## src/fpwc_pkg.sv

```systemverilog
/*
  constants, state encoding and address helpers shared by the flash
  program/write controller. assumes a 50 MHz system clock and a core that
  issues at most one move request per cycle.
*/
package fpwc_pkg;

  // register offsets on the plain register port
  localparam logic [7:0]  REG_CTRL      = 8'h00;
  localparam logic [7:0]  REG_FLEN      = 8'h01;
  localparam logic [7:0]  REG_STAT      = 8'h02;
  localparam logic [7:0]  REG_BANK      = 8'h03;

  // field positions
  localparam int          CTRL_REDIRECT = 0;
  localparam int          CTRL_ERASE    = 1;
  localparam int          CTRL_SCRATCH  = 2;
  localparam int          FLEN_BIT      = 0;
  localparam int          STAT_BUSY     = 0;
  localparam int          BANK_LSB      = 4;
  localparam logic [1:0]  BANK_RESET    = 2'h1;

  // timing, typical figures
  localparam int          CLK_MHZ       = 50;
  localparam int          WRITE_US      = 50;
  localparam int          ERASE_MS      = 12;
  localparam int          TMR_W         = 20;
  localparam logic [TMR_W-1:0] WRITE_CYCLES = TMR_W'(WRITE_US * CLK_MHZ);
  localparam logic [TMR_W-1:0] ERASE_CYCLES = TMR_W'(ERASE_MS * 1000 * CLK_MHZ);

  // array geometry
  localparam logic [17:0] PAGE_MASK     = 18'h3fc00;
  localparam logic [17:0] SCR_PAGE_MASK = 18'h3ff80;
  localparam logic [17:0] SCRATCH_BASE  = 18'h20000;
  localparam logic [15:0] SCRATCH_TOP   = 16'h00ff;

  typedef enum logic [3:0] {
    ST_IDLE = 4'h1,
    ST_CODE = 4'h2,
    ST_OLD  = 4'h4,
    ST_WAIT = 4'h8
  } fpwc_state_e;

  // core address to array address: scratch page, bank window or bank 0
  function automatic logic [17:0] map_addr(input logic [15:0] a, input logic [1:0] bank, input logic scr);
    if (scr && (a <= SCRATCH_TOP)) begin
      map_addr = SCRATCH_BASE | {10'h000, a[7:0]};
    end else if (a[15]) begin
      map_addr = {1'b0, bank, a[14:0]};
    end else begin
      map_addr = {3'h0, a[14:0]};
    end
  endfunction : map_addr

  // first byte of the erase page holding an array address
  function automatic logic [17:0] page_base(input logic [17:0] p);
    page_base = (p >= SCRATCH_BASE) ? (p & SCR_PAGE_MASK) : (p & PAGE_MASK);
  endfunction : page_base

endpackage : fpwc_pkg

```

## src/fpwc_cycle_timer.sv

```systemverilog
/*
  down counter that times one flash write or erase cycle.
  assumes start is a one-cycle pulse given only while idle.
*/
`timescale 1ns/100ps
`default_nettype none
module fpwc_cycle_timer (
  // clock and reset
  input  wire logic                    sys_clk,
  input  wire logic                    rst_n,
  // control
  input  wire logic                    start,
  input  wire logic [fpwc_pkg::TMR_W-1:0] load,
  // completion
  output logic                         done
);

  typedef struct packed {
    logic [fpwc_pkg::TMR_W-1:0] cnt;
    logic                       run;
    logic                       done;
  } fpwc_tmr_s;

  fpwc_tmr_s r;
  fpwc_tmr_s next_r;

  // done pulses in the cycle the last count expires
  always_comb begin
    next_r      = r;
    next_r.done = 1'b0;
    if (start) begin
      next_r.cnt = load;
      next_r.run = 1'b1;
    end else if (r.run) begin
      if (r.cnt <= fpwc_pkg::TMR_W'(1)) begin
        next_r.run  = 1'b0;
        next_r.done = 1'b1;
      end else begin
        next_r.cnt = r.cnt - fpwc_pkg::TMR_W'(1);
      end
    end
  end

  always_ff @(posedge sys_clk) begin
    if (!rst_n) begin
      r <= '0;
    end else begin
      r <= next_r;
    end
  end

  assign done = r.done;

endmodule : fpwc_cycle_timer
`default_nettype wire

```

## src/fpwc_irq_hold.sv

```systemverilog
/*
  interrupt gate used during flash operations. assumes irq_req bits are
  one-cycle request pulses and bit 0 has the highest priority.
*/
`timescale 1ns/100ps
`default_nettype none
module fpwc_irq_hold (
  // clock and reset
  input  wire logic       sys_clk,
  input  wire logic       rst_n,
  // core state
  input  wire logic       busy,
  input  wire logic       exec_cached,
  input  wire logic       halted,
  // requests
  input  wire logic [7:0] irq_req,
  input  wire logic [7:0] irq_cached,
  // service grant; one-hot when idle, but while busy every newly arriving cached request is granted at once when exec_cached is set and halted is clear
  output logic [7:0]      irq_take
);

  typedef struct packed {
    logic [7:0] pend;
    logic [7:0] take;
  } fpwc_irq_s;

  fpwc_irq_s r;
  fpwc_irq_s next_r;
  logic [7:0] all;

  // a request landing on the bit being granted is merged into that grant, not kept pending
  always_comb begin
    next_r = r;
    all    = r.pend | irq_req;
    if (busy) begin
      next_r.take = irq_req & irq_cached & {8{exec_cached & ~halted}};
      next_r.pend = r.pend | (irq_req & ~next_r.take);
    end else begin
      next_r.take = all & 8'(~all + 8'h01);
      next_r.pend = (r.pend & ~next_r.take) | (irq_req & ~next_r.take);
    end
  end

  always_ff @(posedge sys_clk) begin
    if (!rst_n) begin
      r <= '0;
    end else begin
      r <= next_r;
    end
  end

  assign irq_take = r.take;

endmodule : fpwc_irq_hold
`default_nettype wire

```

## src/fpwc_flash_ctrl.sv

```systemverilog
/*
  flash program/write controller: register port, move routing, byte
  program, page erase, fetch stall and interrupt hold.
  assumes a flash array answering a read in the same cycle as arr_rd, that
  takes a byte on arr_wr and erases the page at arr_addr on arr_erase.
*/
// The address map and the address-and-strobe port are this design's own decisions.
`timescale 1ns/100ps
`default_nettype none
module fpwc_flash_ctrl #(
  parameter logic [fpwc_pkg::TMR_W-1:0] ERASE_CYCLES = fpwc_pkg::ERASE_CYCLES,
  parameter logic                       LARGE_MEM    = 1'b1
) (
  // clock and reset
  input  wire logic        sys_clk,
  input  wire logic        rst_n,
  // register port
  input  wire logic [7:0]  reg_addr,
  input  wire logic [7:0]  reg_wdata,
  input  wire logic        reg_wr,
  input  wire logic        reg_rd,
  output logic [7:0]       reg_rdata,
  // xdata moves from the core
  input  wire logic        xw_valid,
  input  wire logic [15:0] xw_addr,
  input  wire logic [7:0]  xw_data,
  input  wire logic        xr_valid,
  input  wire logic [15:0] xr_addr,
  // external RAM side
  output logic             xram_we,
  output logic             xram_re,
  output logic [15:0]      xram_addr,
  output logic [7:0]       xram_wdata,
  // code reads from the core (fetch misses and code moves)
  input  wire logic        code_rd,
  input  wire logic        code_is_move,
  input  wire logic [15:0] code_addr,
  output logic [7:0]       code_rdata,
  output logic             code_rvalid,
  output logic             core_stall,
  // test port programming
  input  wire logic        jtag_wr,
  input  wire logic        jtag_erase,
  input  wire logic [17:0] jtag_addr,
  input  wire logic [7:0]  jtag_data,
  // interrupts
  input  wire logic [7:0]  irq_req,
  input  wire logic [7:0]  irq_cached,
  input  wire logic        exec_cached,
  output logic [7:0]       irq_take,
  // status
  output logic             flash_busy_flag,
  // flash array
  output logic             arr_rd,
  output logic             arr_wr,
  output logic             arr_erase,
  output logic [17:0]      arr_addr,
  output logic [7:0]       arr_wdata,
  input  wire logic [7:0]  arr_rdata
);

  typedef struct packed {
    fpwc_pkg::fpwc_state_e st;
    logic                  flash_write_redirect;
    logic                  erase_redirect_enable;
    logic                  scratch_select;
    logic                  software_flash_enable;
    logic [1:0]            code_bank_select;
    logic                  busy;
    logic [17:0]           op_addr;
    logic [7:0]            op_data;
    logic                  code_pend;
    logic [17:0]           code_paddr;
    logic [7:0]            code_rdata;
    logic                  code_rvalid;
    logic                  xram_we;
    logic                  xram_re;
    logic [15:0]           xram_addr;
    logic [7:0]            xram_wdata;
    logic                  arr_rd;
    logic                  arr_wr;
    logic                  arr_erase;
    logic [17:0]           arr_addr;
    logic [7:0]            arr_wdata;
    logic                  tmr_start;
    logic [fpwc_pkg::TMR_W-1:0] tmr_load;
    logic [7:0]            reg_rdata;
  } fpwc_ctrl_s;

  fpwc_ctrl_s r;
  fpwc_ctrl_s next_r;

  logic        tmr_done;
  logic [1:0]  eff_bank;
  logic [17:0] sw_paddr;
  logic [17:0] cd_paddr;
  logic        sw_write;
  logic        sw_erase;
  logic        jt_any;
  logic        start_op;

  // small part has no upper banks to pick; the window always shows bank 1
  assign eff_bank = LARGE_MEM ? r.code_bank_select : fpwc_pkg::BANK_RESET;

  // array addresses for the pending software write and the code read
  assign sw_paddr = fpwc_pkg::map_addr(xw_addr, eff_bank, r.scratch_select);
  assign cd_paddr = fpwc_pkg::map_addr(code_addr, eff_bank, r.scratch_select & code_is_move);

  // software write or erase only through a redirected, enabled xdata move
  assign sw_write = xw_valid & r.flash_write_redirect & r.software_flash_enable
                    & ~r.erase_redirect_enable;
  assign sw_erase = xw_valid & r.flash_write_redirect & r.software_flash_enable
                    & r.erase_redirect_enable;
  assign jt_any   = jtag_wr | jtag_erase;
  // new operations start only from idle; a busy array drops them
  assign start_op = (r.st == fpwc_pkg::ST_IDLE) & ~r.busy & (jt_any | sw_write | sw_erase);

  fpwc_cycle_timer u_timer (
    .sys_clk (sys_clk),
    .rst_n   (rst_n),
    .start   (r.tmr_start),
    .load    (r.tmr_load),
    .done    (tmr_done)
  );

  fpwc_irq_hold u_irq (
    .sys_clk     (sys_clk),
    .rst_n       (rst_n),
    .busy        (r.busy),
    .exec_cached (exec_cached),
    .halted      (r.code_pend),
    .irq_req     (irq_req),
    .irq_cached  (irq_cached),
    .irq_take    (irq_take)
  );

  // register port, move routing and the operation sequencer
  always_comb begin
    next_r             = r;
    next_r.reg_rdata   = 8'h00;
    next_r.xram_we     = 1'b0;
    next_r.xram_re     = 1'b0;
    next_r.arr_rd      = 1'b0;
    next_r.arr_wr      = 1'b0;
    next_r.arr_erase   = 1'b0;
    next_r.tmr_start   = 1'b0;
    next_r.code_rvalid = 1'b0;

    // register writes; hardware itself never drops the redirect bit
    if (reg_wr) begin
      case (reg_addr)
        fpwc_pkg::REG_CTRL: begin
          next_r.flash_write_redirect  = reg_wdata[fpwc_pkg::CTRL_REDIRECT];
          next_r.erase_redirect_enable = reg_wdata[fpwc_pkg::CTRL_ERASE];
          next_r.scratch_select        = reg_wdata[fpwc_pkg::CTRL_SCRATCH];
        end
        fpwc_pkg::REG_FLEN: begin
          next_r.software_flash_enable = reg_wdata[fpwc_pkg::FLEN_BIT];
        end
        fpwc_pkg::REG_BANK: begin
          next_r.code_bank_select = reg_wdata[fpwc_pkg::BANK_LSB+1:fpwc_pkg::BANK_LSB];
        end
        default: begin
        end
      endcase
    end

    // register reads answer one cycle later; unmapped offsets read zero
    if (reg_rd) begin
      case (reg_addr)
        fpwc_pkg::REG_CTRL: begin
          next_r.reg_rdata[fpwc_pkg::CTRL_REDIRECT] = r.flash_write_redirect;
          next_r.reg_rdata[fpwc_pkg::CTRL_ERASE]    = r.erase_redirect_enable;
          next_r.reg_rdata[fpwc_pkg::CTRL_SCRATCH]  = r.scratch_select;
        end
        fpwc_pkg::REG_FLEN: begin
          next_r.reg_rdata[fpwc_pkg::FLEN_BIT] = r.software_flash_enable;
        end
        fpwc_pkg::REG_STAT: begin
          next_r.reg_rdata[fpwc_pkg::STAT_BUSY] = r.busy;
        end
        fpwc_pkg::REG_BANK: begin
          next_r.reg_rdata[fpwc_pkg::BANK_LSB+1:fpwc_pkg::BANK_LSB] = r.code_bank_select;
        end
        default: begin
        end
      endcase
    end

    // xdata reads never look at flash, whatever the redirect bit says
    if (xr_valid) begin
      next_r.xram_re   = 1'b1;
      next_r.xram_addr = xr_addr;
    end

    // unredirected writes keep their default target
    if (xw_valid && !r.flash_write_redirect) begin
      next_r.xram_we    = 1'b1;
      next_r.xram_addr  = xw_addr;
      next_r.xram_wdata = xw_data;
    end

    // a code read that cannot reach the array now waits and stalls the core
    if (code_rd && !((r.st == fpwc_pkg::ST_IDLE) && !r.busy && !start_op && !r.code_pend)) begin
      next_r.code_pend  = 1'b1;
      next_r.code_paddr = cd_paddr;
    end

    case (r.st)
      fpwc_pkg::ST_IDLE: begin
        if (start_op) begin
          // test port wins over software when both ask at once
          next_r.busy = 1'b1;
          if (jt_any) begin
            next_r.op_addr = jtag_addr;
            next_r.op_data = jtag_data;
          end else begin
            next_r.op_addr = sw_paddr;
            next_r.op_data = xw_data;
          end
          if (jtag_erase || (!jtag_wr && sw_erase)) begin
            next_r.arr_erase = 1'b1;
            next_r.arr_addr  = fpwc_pkg::page_base(jtag_erase ? jtag_addr : sw_paddr);
            next_r.tmr_start = 1'b1;
            next_r.tmr_load  = ERASE_CYCLES;
            next_r.st        = fpwc_pkg::ST_WAIT;
          end else begin
            // fetch the old byte first so programming can only clear bits
            next_r.arr_rd   = 1'b1;
            next_r.arr_addr = jtag_wr ? jtag_addr : sw_paddr;
            next_r.st       = fpwc_pkg::ST_OLD;
          end
        end else if (r.code_pend || code_rd) begin
          // code moves are the only software path that reads flash
          next_r.arr_rd    = 1'b1;
          next_r.arr_addr  = r.code_pend ? r.code_paddr : cd_paddr;
          next_r.code_pend = 1'b0;
          next_r.st        = fpwc_pkg::ST_CODE;
        end
      end
      fpwc_pkg::ST_CODE: begin
        next_r.code_rdata  = arr_rdata;
        next_r.code_rvalid = 1'b1;
        next_r.st          = fpwc_pkg::ST_IDLE;
      end
      fpwc_pkg::ST_OLD: begin
        next_r.arr_wr    = 1'b1;
        next_r.arr_addr  = r.op_addr;
        next_r.arr_wdata = arr_rdata & r.op_data;
        next_r.tmr_start = 1'b1;
        next_r.tmr_load  = fpwc_pkg::WRITE_CYCLES;
        next_r.st        = fpwc_pkg::ST_WAIT;
      end
      fpwc_pkg::ST_WAIT: begin
        // busy drops with the timer; a held fetch goes out from idle next
        if (tmr_done) begin
          next_r.busy = 1'b0;
          next_r.st   = fpwc_pkg::ST_IDLE;
        end
      end
      default: begin
        next_r.st   = fpwc_pkg::ST_IDLE;
        next_r.busy = 1'b0;
      end
    endcase
  end

  // one register bank for all control state
  always_ff @(posedge sys_clk) begin
    if (!rst_n) begin
      r                  <= '0;
      r.st               <= fpwc_pkg::ST_IDLE;
      r.code_bank_select <= fpwc_pkg::BANK_RESET;
    end else begin
      r <= next_r;
    end
  end

  // outputs straight from the state register
  assign reg_rdata       = r.reg_rdata;
  assign xram_we         = r.xram_we;
  assign xram_re         = r.xram_re;
  assign xram_addr       = r.xram_addr;
  assign xram_wdata      = r.xram_wdata;
  assign code_rdata      = r.code_rdata;
  assign code_rvalid     = r.code_rvalid;
  assign core_stall      = r.code_pend;
  assign flash_busy_flag = r.busy;
  assign arr_rd          = r.arr_rd;
  assign arr_wr          = r.arr_wr;
  assign arr_erase       = r.arr_erase;
  assign arr_addr        = r.arr_addr;
  assign arr_wdata       = r.arr_wdata;

endmodule : fpwc_flash_ctrl
`default_nettype wire

```

## config.mk

```make
export PLATFORM = sky130hd
export DESIGN_NAME = fpwc_flash_ctrl
export DESIGN_NICKNAME = d
export VERILOG_FILES = /design/src/fpwc_pkg.sv /design/src/fpwc_cycle_timer.sv /design/src/fpwc_irq_hold.sv /design/src/fpwc_flash_ctrl.sv
export SDC_FILE = /design/constraint.sdc
export NUM_CORES = 1
export LEC_CHECK = 0
export BUFFER_PORTS_ARGS = -buffer_cell sky130_fd_sc_hd__clkbuf_2
export CAP_MARGIN = 20
export CORE_AREA = 2 2 153 155
export CTS_CLUSTER_SIZE = 14
export DETAILED_ROUTE_END_ITERATION = 10
export DIE_AREA = 0 0 155 157
export PLACE_DENSITY_LB_ADDON = 0.3
export RECOVER_POWER = 100
export REMOVE_ABC_BUFFERS = 1
export SYNTH_ARGS = -nofsm -noshare
export SYNTH_HDL_FRONTEND = slang
export SYNTH_SLANG_ARGS = --single-unit
export TNS_END_PERCENT = 30
```

## constraint.sdc

```tcl
create_clock -name sys_clk -period 4.9 [get_ports sys_clk]
set_input_delay 0.245 -clock sys_clk [delete_from_list [all_inputs] [get_ports sys_clk]]
set_output_delay 0.245 -clock sys_clk [all_outputs]
set_load 0.005 [all_outputs]
```

# After elaboration in Yosys (flattened, before gate mapping)
# Index checks and enable logic that the tools add are counted.
totals:
  ff_bits: 187
  input_bits: 133
  output_inout_bits: 82
  word_cells: 160
op_classes:
  add_sub_neg: 2
  magnitude_cmp: 4
  eq_ne: 12
  muxes: 43
  n_bitwise: 30
  n_reduce_logical: 36
ops:
  columns: ["cell", "n"]
  rows:
  - ["$mux W18", 8]
  - ["$mux W21", 3]
  - ["$and A8 B8 Y8", 7]
  - ["$mux W17", 3]
  - ["$pmux W21 S2", 1]
  - ["$pmux W18 S2", 1]
  - ["$le A16 B8 Y1 const B", 2]
  - ["$mux W27", 1]
  - ["$mux W26", 1]
  - ["$mux W24", 1]
  - ["$not A8 Y8", 3]
  - ["$or A8 B8 Y8", 3]
  - ["$mux W22", 1]
  - ["$le A20 B1 Y1 const B", 1]
  - ["$mux W20", 1]
  - ["$sub A20 B1 Y20 const B", 1]
  - ["$mux W19", 1]
  - ["$ge A18 B18 Y1 const B", 1]
  - ["$reduce_and A2 Y1", 9]
  - ["$eq A8 B2 Y1 const B", 2]
  - ["$mux W16", 1]
  - ["$mux W4", 4]
  - ["$reduce_and A3 Y1", 5]
  - ["$pmux W4 S3", 1]
  - ["23 further kinds", 65]

# Depth between registers and ports, before layout
# Gate-level depths: netlist (run 1).
depth:
  ltp_word: 15
  mapped_depth: 9
  depth_no_buf: 7

# Hierarchy
# From an unflattened synthesis (run 1), not the netlist that was laid out.
unflattened:
  cells_unflattened: 997
  hier_area_um2: 8348.0
by_module_without_submodules:
  columns: ["mod", "instances", "cells_per_inst", "area_per_inst_um2", "seq_area_each_um2"]
  rows:
  - ["fpwc_flash_ctrl", 1, 750, 6286.0, 2582.5]
  - ["fpwc_cycle_timer", 1, 153, 1291.2, 440.4]
  - ["fpwc_irq_hold", 1, 94, 770.7, 320.3]

# Worst setup path after synthesis (run 1)
# No wires, ideal clock.
synth_timing:
  path_kind: "reg-to-reg"
  from: "reg u_timer.r[13] (netlist name)"
  to: "reg u_timer.r[11] (netlist name)"
  setup_time_ns: 0.120
  t_arrival_ns: 2.150
  required_ns: 4.780
  setup_slack_ns: 2.631
  path_stages_with_launch: 7
  path_buffers: 1
  synth_period_minus_slack_ns: 2.269
  path_cell_list: "dfxtp_1 -> or4_4 -> or4b_1 -> buf_2 -> o211ai_1 -> nor4_1 -> o31a_1"
synth_via:
  elab_chain_cells: 3
synth_rtl:
  columns: ["element", "line_no", "rtl"]
  rows:
  - ["from (decl)", "fpwc_cycle_timer.sv:24", "fpwc_tmr_s r;"]
  - ["from (signal assigned)", "fpwc_cycle_timer.sv:48", "r <= next_r;"]
  - ["$le A20 B1 Y1", "fpwc_cycle_timer.sv:35", "if (r.cnt <= fpwc_pkg::TMR_W'(1)) begin"]
  - ["$ne A2 B2 Y1 (no source line)", null, null]
  - ["$reduce_and A2 Y1 (no source line)", null, null]
# Every way passes these cells.
# A chain may end at the register's enable or synchronous reset.

# Final worst setup path (run 1)
layout_timing:
  from: "in jtag_wr"
  to: "reg r[28] (netlist name)"
layout_via:
  elab_chain_cells: 6
  word_cells_on_any_way: 10
  cone_classes: "mux: 3; bitwise: 4; reduce/logical: 3"
layout_rtl:
  columns: ["element", "line_no", "rtl"]
  rows:
  - ["from (decl)", "fpwc_flash_ctrl.sv:42", "input wire logic jtag_wr,"]
  - ["$or A1 B1 Y1 / $logic_not A1 Y1 (equally long branches)", "fpwc_flash_ctrl.sv:114, fpwc_flash_ctrl.sv:221", null]
  - ["$or A1 B1 Y1 / $logic_and A1 B1 Y1 (equally long branches)", "fpwc_flash_ctrl.sv:116, fpwc_flash_ctrl.sv:221", null]
  - ["$or A1 B1 Y1 / $logic_or A1 B1 Y1 (equally long branches)", "fpwc_flash_ctrl.sv:116, fpwc_flash_ctrl.sv:221", null]
  - ["$and A1 B1 Y1 / $mux W21 (equally long branches)", "fpwc_flash_ctrl.sv:116, fpwc_flash_ctrl.sv:221", null]
  - ["$mux W21 (*)", "fpwc_flash_ctrl.sv:211", "if (start_op) begin"]
  - ["$pmux W21 S2 (*)", "fpwc_flash_ctrl.sv:209", "case (r.st)"]
  - ["to (signal assigned)", "fpwc_flash_ctrl.sv:275", "r <= next_r;"]
  - ["to (decl)", "fpwc_flash_ctrl.sv:90", "fpwc_ctrl_s r;"]
# Mark *: on every way between the ends. The rest lies on a longest branch, timed or not. The select of a mux whose other input is x is not followed.

==> qor.csv, run 1 <==
stage;metric;value;unit
global_route;grt_pass1_wl;35270;um
sta;hold_violations;0;
detailed_routing;vias;7109;
synthesis;avgSynthCellArea;8.459;um^2
sta;tns;0;ps
detailed_routing;routedWlPerCell;16.42;um
synthesis;yosysSeqAreaShare;40.58;%
critical_path;cp-start-kind;input pin;
synthesis;synth-compound-area-share;21.00;%
synthesis;synth_edf_count;0;
clock_tree;clockBufferDepth;2;
power_and_ir_drop;power_frac_clock;28.2;%
global_route;grt_overflow_total;0;
worst_hold_path;min_path_type;input pin to register;
die;top_level_ports;215;
sta;drv_slew;105;
sta;layout_min_cycle_time;3435;ps
synthesis;ys_ff_latch;167;
sta;finalCritPeriodShare;70.11;%
global_route;grt_max_degree;82;
detailed_routing;drc;0;
power_and_ir_drop;worst_ir_drop_vdd;0.0003009;V
clock_tree;cts.sinks;167;
status;violations;max-capacitance violations, max-slew violations;
sta;worst_pin_slew;1835;ps
layout;final_nets;1204;
power_and_ir_drop;total_leakage_power;4.101;nW
clock_tree;postCtsResizedCells;0;
power_and_ir_drop;pwr-share-seq;40.3;%
clock_tree;cts_made_buffers;17;
sta;max_freq;0.2911;GHz
synthesis;synthAdderAreaFrac;0.3037;%
detailed_routing;vias_per_cell;5.200;
clock_tree;cts_htree_levels;4;
critical_path;end_kind;register;
die;start_util;36.61;%
synthesis;yosysWarningCount;0;
clock_tree;ctsHoldBuffers;0;
layout;syn2layout_area_growth;14.09;%
critical_path;crit_required;5210;ps
clock_tree;clock_latency;430;ps
synthesis;yosys_most_used_dff;dfxtp_1;
detailed_routing;first_iter_violations;324;
power_and_ir_drop;power_density;496.1;mW/mm^2
detailed_routing;drt_first_pass_iters;5;
die;core-area;0.02250;mm^2
power_and_ir_drop;combPwrFrac;31.5;%
sta;slew_headroom;-22.33;%
sta;finalSetupViolations;0;
clock_tree;ctsRootBufferMaster;clkbuf_16;
synthesis;synth_area;0.008239;mm^2
power_and_ir_drop;power_switching;1.724;mW
layout;final_area;0.009400;mm^2
synthesis;synth_top_family_by_area;compound AO/OA/AOI/OAI gates;
sta;setup_slack;1465;ps
global_route;first_global_vias;6706;
synthesis;async_flop_share;0;%
die;die_area;0.02434;mm^2
critical_path;reg2reg_depth;5;
global_route;grt_usage;18.20;%
worst_hold_path;hold_depth;3;
placed_design;port_buffers;208;
power_and_ir_drop;intPower;2.940;mW
critical_path;path_max_fanout;40;
status;status;finished, violations left;
power_and_ir_drop;p_total;4.664;mW
sta;fin_skew;20.24;ps
layout;antenna_cells;0;
critical_path;cp.arrival;3740;ps
detailed_routing;wirelength;22450;um
critical_path;crit_type;input pin to register;
sta;holdWs;49.77;ps
die;dieHeight;157;um
sta;rsz0062_at_grt;false;
clock_tree;clk_pin_slew;60;ps
placed_design;place_area;0.008942;mm^2
clock_tree;cts_tree;built;
synthesis;ys_types;64;
synthesis;syn_inst;974;
synthesis;synth-xor-area-share;1.701;%
layout;drive_above_1_share;19.59;%
placed_design;dp_slack;2150;ps
synthesis;muxShareOfSynthArea;6.348;%
power_and_ir_drop;p_sw_share;36.97;%
die;die_w;155;um
flow_run;maxCapViolations;4;
placed_design;place_hpwl;15620;um
detailed_routing;ant_nets;0;
die;rows;55;
clock_tree;cts_setup_buffers;0;
synthesis;yosys.area_share.simple;19.73;%
global_route;antenna_found_initial;1;
placed_design;globalplace.congestion;0.8008;
## cell families after synthesis
group                    after synthesis
AO/OA/AOI/OAI                        251
flip-flops                           167
adder cells (fa/ha/maj)                2
buffers and inverters                150
AND/OR/NAND/NOR                      336
other                                  1
multiplexers                          51
XOR/XNOR                              16
## flip-flops by register name, summed over array words and instances, names as in the netlist
| signal | cells |
|---|---|
| flash_busy_flag | 1 |
| r | 56 |
| reg_rdata | 5 |
| xram_re | 1 |
| code_rvalid | 1 |
| arr_addr | 18 |
| u_timer.r | 21 |
| arr_rd | 1 |
| code_rdata | 8 |
| xram_addr | 16 |
| xram_wdata | 8 |
| u_timer.done | 1 |
| arr_wdata | 8 |
| arr_wr | 1 |
| u_irq.r | 8 |
| eff_bank | 2 |
| xram_we | 1 |
| u_irq.irq_take | 8 |
| arr_erase | 1 |
| core_stall | 1 |
## final timing paths
kind	startpoint	slack [ps]	to
hold reg to reg	arr_wdata[6]	460	arr_wdata[6]
setup / recovery	jtag_wr	1460	r[28]
setup reg to reg	core_stall	1960	arr_addr[8]
hold / removal	reg_wdata[4]	50	eff_bank[0]
## layer usage
metal / part of all wire [%] / GRT usage, %
met1: 45 / 23.02
met2: 47 / 30.14
met3: 6.3 / 5.369
met4: 1.5 / 5.247
met5: 0.071 / 0
## cells in the mapped netlist (10+ instances only)
cell type    n  area share, %
nor2b_1     13           0.99
o211ai_1    16            1.5
xor2_1      14            1.5
o21ai_0     75            4.6
clkbuf_1    59            2.7
o211a_1     40            4.9
a21oi_1     32            1.9
nand2_1    146            6.7
dfxtp_1    167             41
mux2_2      10            1.4
nor2_1      37            1.7
buf_4       74            6.7
mux2i_1     41            5.0
a21boi_0    49            4.5
nand3_1     58            3.5
a31oi_1     11           0.84
## power groups by stage
stage | combinational (mW) | sequential, mW | clock, mW
finish | 1.47 | 1.88 | 1.31
global route | 1.65 | 1.92 | 1.41
CTS | 1.52 | 1.88 | 1.35
detailed placement | 1.51 | 1.91 | 0
global placement | 1.50 | 1.91 | 0
floorplan | 0.967 | 1.85 | 0
## stage by stage
step                      util, %  instances
after floorplan                 -        833
after CTS                   42.29       1367
after global placement      39.67       1334
after detailed placement    39.74       1335
final                       41.77       1367
after global routing        41.77       1367
## worst max-delay path: stages
cell and delay, ps:
clkbuf_1 1290, nor2b_1 110, a41oi_1 1400, nor3_1 290, or2_2 380
## area by class of cell
type / count / area, um^2
fillers: 2291 / 13100
multi-input cells: 659 / 4055
flip-flops and latches: 167 / 3343
repair buffers: 217 / 1045
clock buffers: 19 / 452.9
well taps: 285 / 356.6
clock inverters: 13 / 121.4
inverters: 7 / 26.28
## cells in the final DEF (no fill, tap or decap), types with 5 or more instances in the layout
cell / synthesis / final
nor3_1: 9 / 9
and3_1: 7 / 7
nand3_1: 58 / 58
nor2_1: 37 / 36
mux2_2: 10 / 10
clkbuf_16: 0 / 17
and2_1: 9 / 6
nor4_1: 9 / 9
nor3b_1: 8 / 8
clkbuf_2: 0 / 154
or3_1: 7 / 7
mux2i_1: 41 / 41
buf_4: 74 / 7
a21oi_1: 32 / 32
a21boi_0: 49 / 49
nand2_1: 146 / 146
o211a_1: 40 / 40
inv_1: 7 / 7
clkbuf_1: 59 / 54
xor2_1: 14 / 14
nor2b_1: 13 / 13
dfxtp_1: 167 / 167
o211ai_1: 16 / 16
nand4_1: 7 / 7
o21ai_0: 75 / 75
a31oi_1: 11 / 11
clkinvlp_4: 0 / 5
Note: power is estimated with default switching activity, not from simulation.
==> inputs of run 2 (changes only) <==
==> constraint.sdc (replaced) <==
create_clock -name sys_clk -period 3.2 [get_ports sys_clk]
set_input_delay 0.16 -clock sys_clk [delete_from_list [all_inputs] [get_ports sys_clk]]
set_output_delay 0.16 -clock sys_clk [all_outputs]
set_load 0.005 [all_outputs]
==> run 2 against run 1 <==
The flow still finishes with violations (max-capacitance violations, max-slew violations). Global-route usage grew 1.1 points. Utilization grew 2.4 points. Die area is the same. Sequential power grew 49%. Power grew 56%. Worst hold slack lost 31 ps. Setup slack lost 960 ps. Critical path type is now register to register. Critical endpoint is now r[110]. Largest power group unchanged. Highest routed layer is now met4.
==> qor.csv, run 2 (synthesis gave the netlist of run 1 again) <==
stage;metric;value;unit;change
layout;final_cell_mix;dfxtp_1 (166), clkbuf_2 (161), nand2_1 (146);;
clock_tree;clock_latency;430;ps;about the same
status;status;finished, violations left;;
placed_design;place_hpwl;16110;um;+3.1%
flow_run;maxCapViolations;2;;-2
layout;antenna_cells;0;;unchanged
layout;final_common_cell;dfxtp_1;;
die;top_level_ports;215;;unchanged
status;violations;max-capacitance violations, max-slew violations;;
clock_tree;postCtsResizedCells;0;;unchanged
clock_tree;ctsHoldBuffers;47;;+47
clock_tree;cts_setup_buffers;0;;unchanged
layout;largest_reg_flops;56;;unchanged
critical_path;crit_type;register to register;;
detailed_routing;vias;7469;;+5.1%
critical_path;reg2reg_depth;6;;+1
layout;syn2layout_area_growth;20.64;%;
global_route;grt_usage;19.33;%;+1.1 points
detailed_routing;vias_per_cell;5.245;;+0.86%
clock_tree;cts_htree_levels;4;;unchanged
die;start_util;36.61;%;unchanged
layout;final_area;0.009940;mm^2;+5.7%
layout;drive_above_1_share;19.75;%;+0.16 points
die;rows;55;;unchanged
sta;drv_slew;150;;+43%
sta;tns;0;ps;unchanged
sta;setup_slack;508.9;ps;-955.8 ps
clock_tree;cts.sinks;167;;unchanged
detailed_routing;routedWlPerCell;16.56;um;+0.86%
sta;layout_min_cycle_time;2691;ps;
critical_path;cp.arrival;3000;ps;-740 ps
layout;seqCellArea;0.003344;mm^2;about the same
clock_tree;ctsRootBufferMaster;clkbuf_16;;
die;die_area;0.02434;mm^2;unchanged
placed_design;globalplace.congestion;0.8202;;+2.4%
sta;finalCritPeriodShare;84.10;%;
clock_tree;cts_tree;built;;
layout;fin_util;44.17;%;+2.4 points
global_route;grt_overflow_total;0;;unchanged
critical_path;r2r_slack;510;ps;-1450 ps
global_route;first_global_vias;7105;;+5.9%
power_and_ir_drop;power_density;732.2;mW/mm^2;+48%
critical_path;path_max_fanout;13;;-68%
layout;nFillCells;2271;;-0.87%
critical_path;cp-start-kind;register;;
worst_hold_path;min_path_type;input pin to register;;
sta;holdWs;18.46;ps;-31.32 ps
layout;multi_input_area;0.004058;mm^2;about the same
clock_tree;clockBufferDepth;2;;unchanged
global_route;antenna_found_initial;0;;-1
placed_design;place_area;0.009035;mm^2;+1.0%
detailed_routing;ant_nets;0;;unchanged
sta;worst_pin_slew;2001;ps;+165.6 ps
sta;fin_skew;11.59;ps;-8.651 ps
layout;top_register;r;;
sta;max_freq;0.3716;GHz;
global_route;grt_pass1_wl;37070;um;+5.1%
detailed_routing;drt_first_pass_iters;5;;unchanged
worst_hold_path;hold_depth;3;;unchanged
critical_path;crit_required;3510;ps;-1700 ps
sta;hold_violations;0;;unchanged
placed_design;dp_slack;779.6;ps;-1370 ps
layout;final_nets;1261;;+4.7%
detailed_routing;wirelength;23590;um;+5.1%
die;dieHeight;157;um;unchanged
clock_tree;cts_made_buffers;17;;unchanged
sta;rsz0062_at_grt;false;;
die;core-area;0.02250;mm^2;unchanged
sta;finalSetupViolations;0;;unchanged
die;die_w;155;um;unchanged
global_route;grt_max_degree;109;;+33%
power_and_ir_drop;worst_ir_drop_vdd;0.0007401;V;+150%
clock_tree;clk_pin_slew;70;ps;about the same
sta;slew_headroom;-33.37;%;-11 points
detailed_routing;first_iter_violations;456;;+41%
critical_path;end_kind;register;;
placed_design;port_buffers;208;;unchanged
detailed_routing;drc;0;;unchanged
power_and_ir_drop;total_leakage_power;4.358;nW;+6.3%
==> run 2: cell count changes in the layout (fill, tap and decap cells not counted), sizes merged <==
cell / change
clkinvlp: -1
clkbuf: +2
dlygate4sd3: +47
clkinv: +1
buf: +8
==> run 2: layout make-up <==
cell class	instances	area share [%]
Clock buffer	19	4.456
Clock inverter	13	1.234
Inverter	7	0.2644
Multi-Input combinational cell	659	40.82
Sequential cell	167	33.65
Tap cell	285	3.588
Timing Repair Buffer	274	15.99
==> run 2: where the power goes <==
group	leakage [nW]	internal, mW	switching (mW)	total (mW)
registers	1.37	2.53	0.283	2.81
logic	2.72	0.954	1.51	2.46
clock network	0.266	1.10	0.903	2.00
total	4.36	4.58	2.70	7.28
==> run 2: stage by stage <==
step                cells  total power [mW]
floorplan             833             4.318
global placement     1345             5.324
detailed placement   1345             5.361
CTS                  1424             7.426
global route         1424             7.777
finish               1424             7.278
==> run 2: final timing paths <==
check,start,end
hold / removal,irq_cached[5],u_irq.irq_take[5]
setup reg to reg,r[146],r[110]
setup / recovery,r[146],r[110]
hold reg to reg,r[24],r[24]
==> run 2: metal layers <==
layer | routed length, um | part of all wire (%) | vias up | track usage, %
li1 | - | - | 3671 | -
met1 | 10240 | 43 | 3529 | 23.39
met2 | 11290 | 48 | 234 | 32.97
met3 | 1547 | 6.6 | 35 | 5.396
met4 | 513 | 2.2 | 0 | 6.790
met5 | 0 | 0 | - | 0
==> run 2: critical path, cell delays in order (launching register included) <==
cell	delay, ps
dfxtp_1	330
or4b_1	650
o41ai_2	730
clkbuf_1	550
nor2_1	110
a21oi_1	140
nor2b_1	60
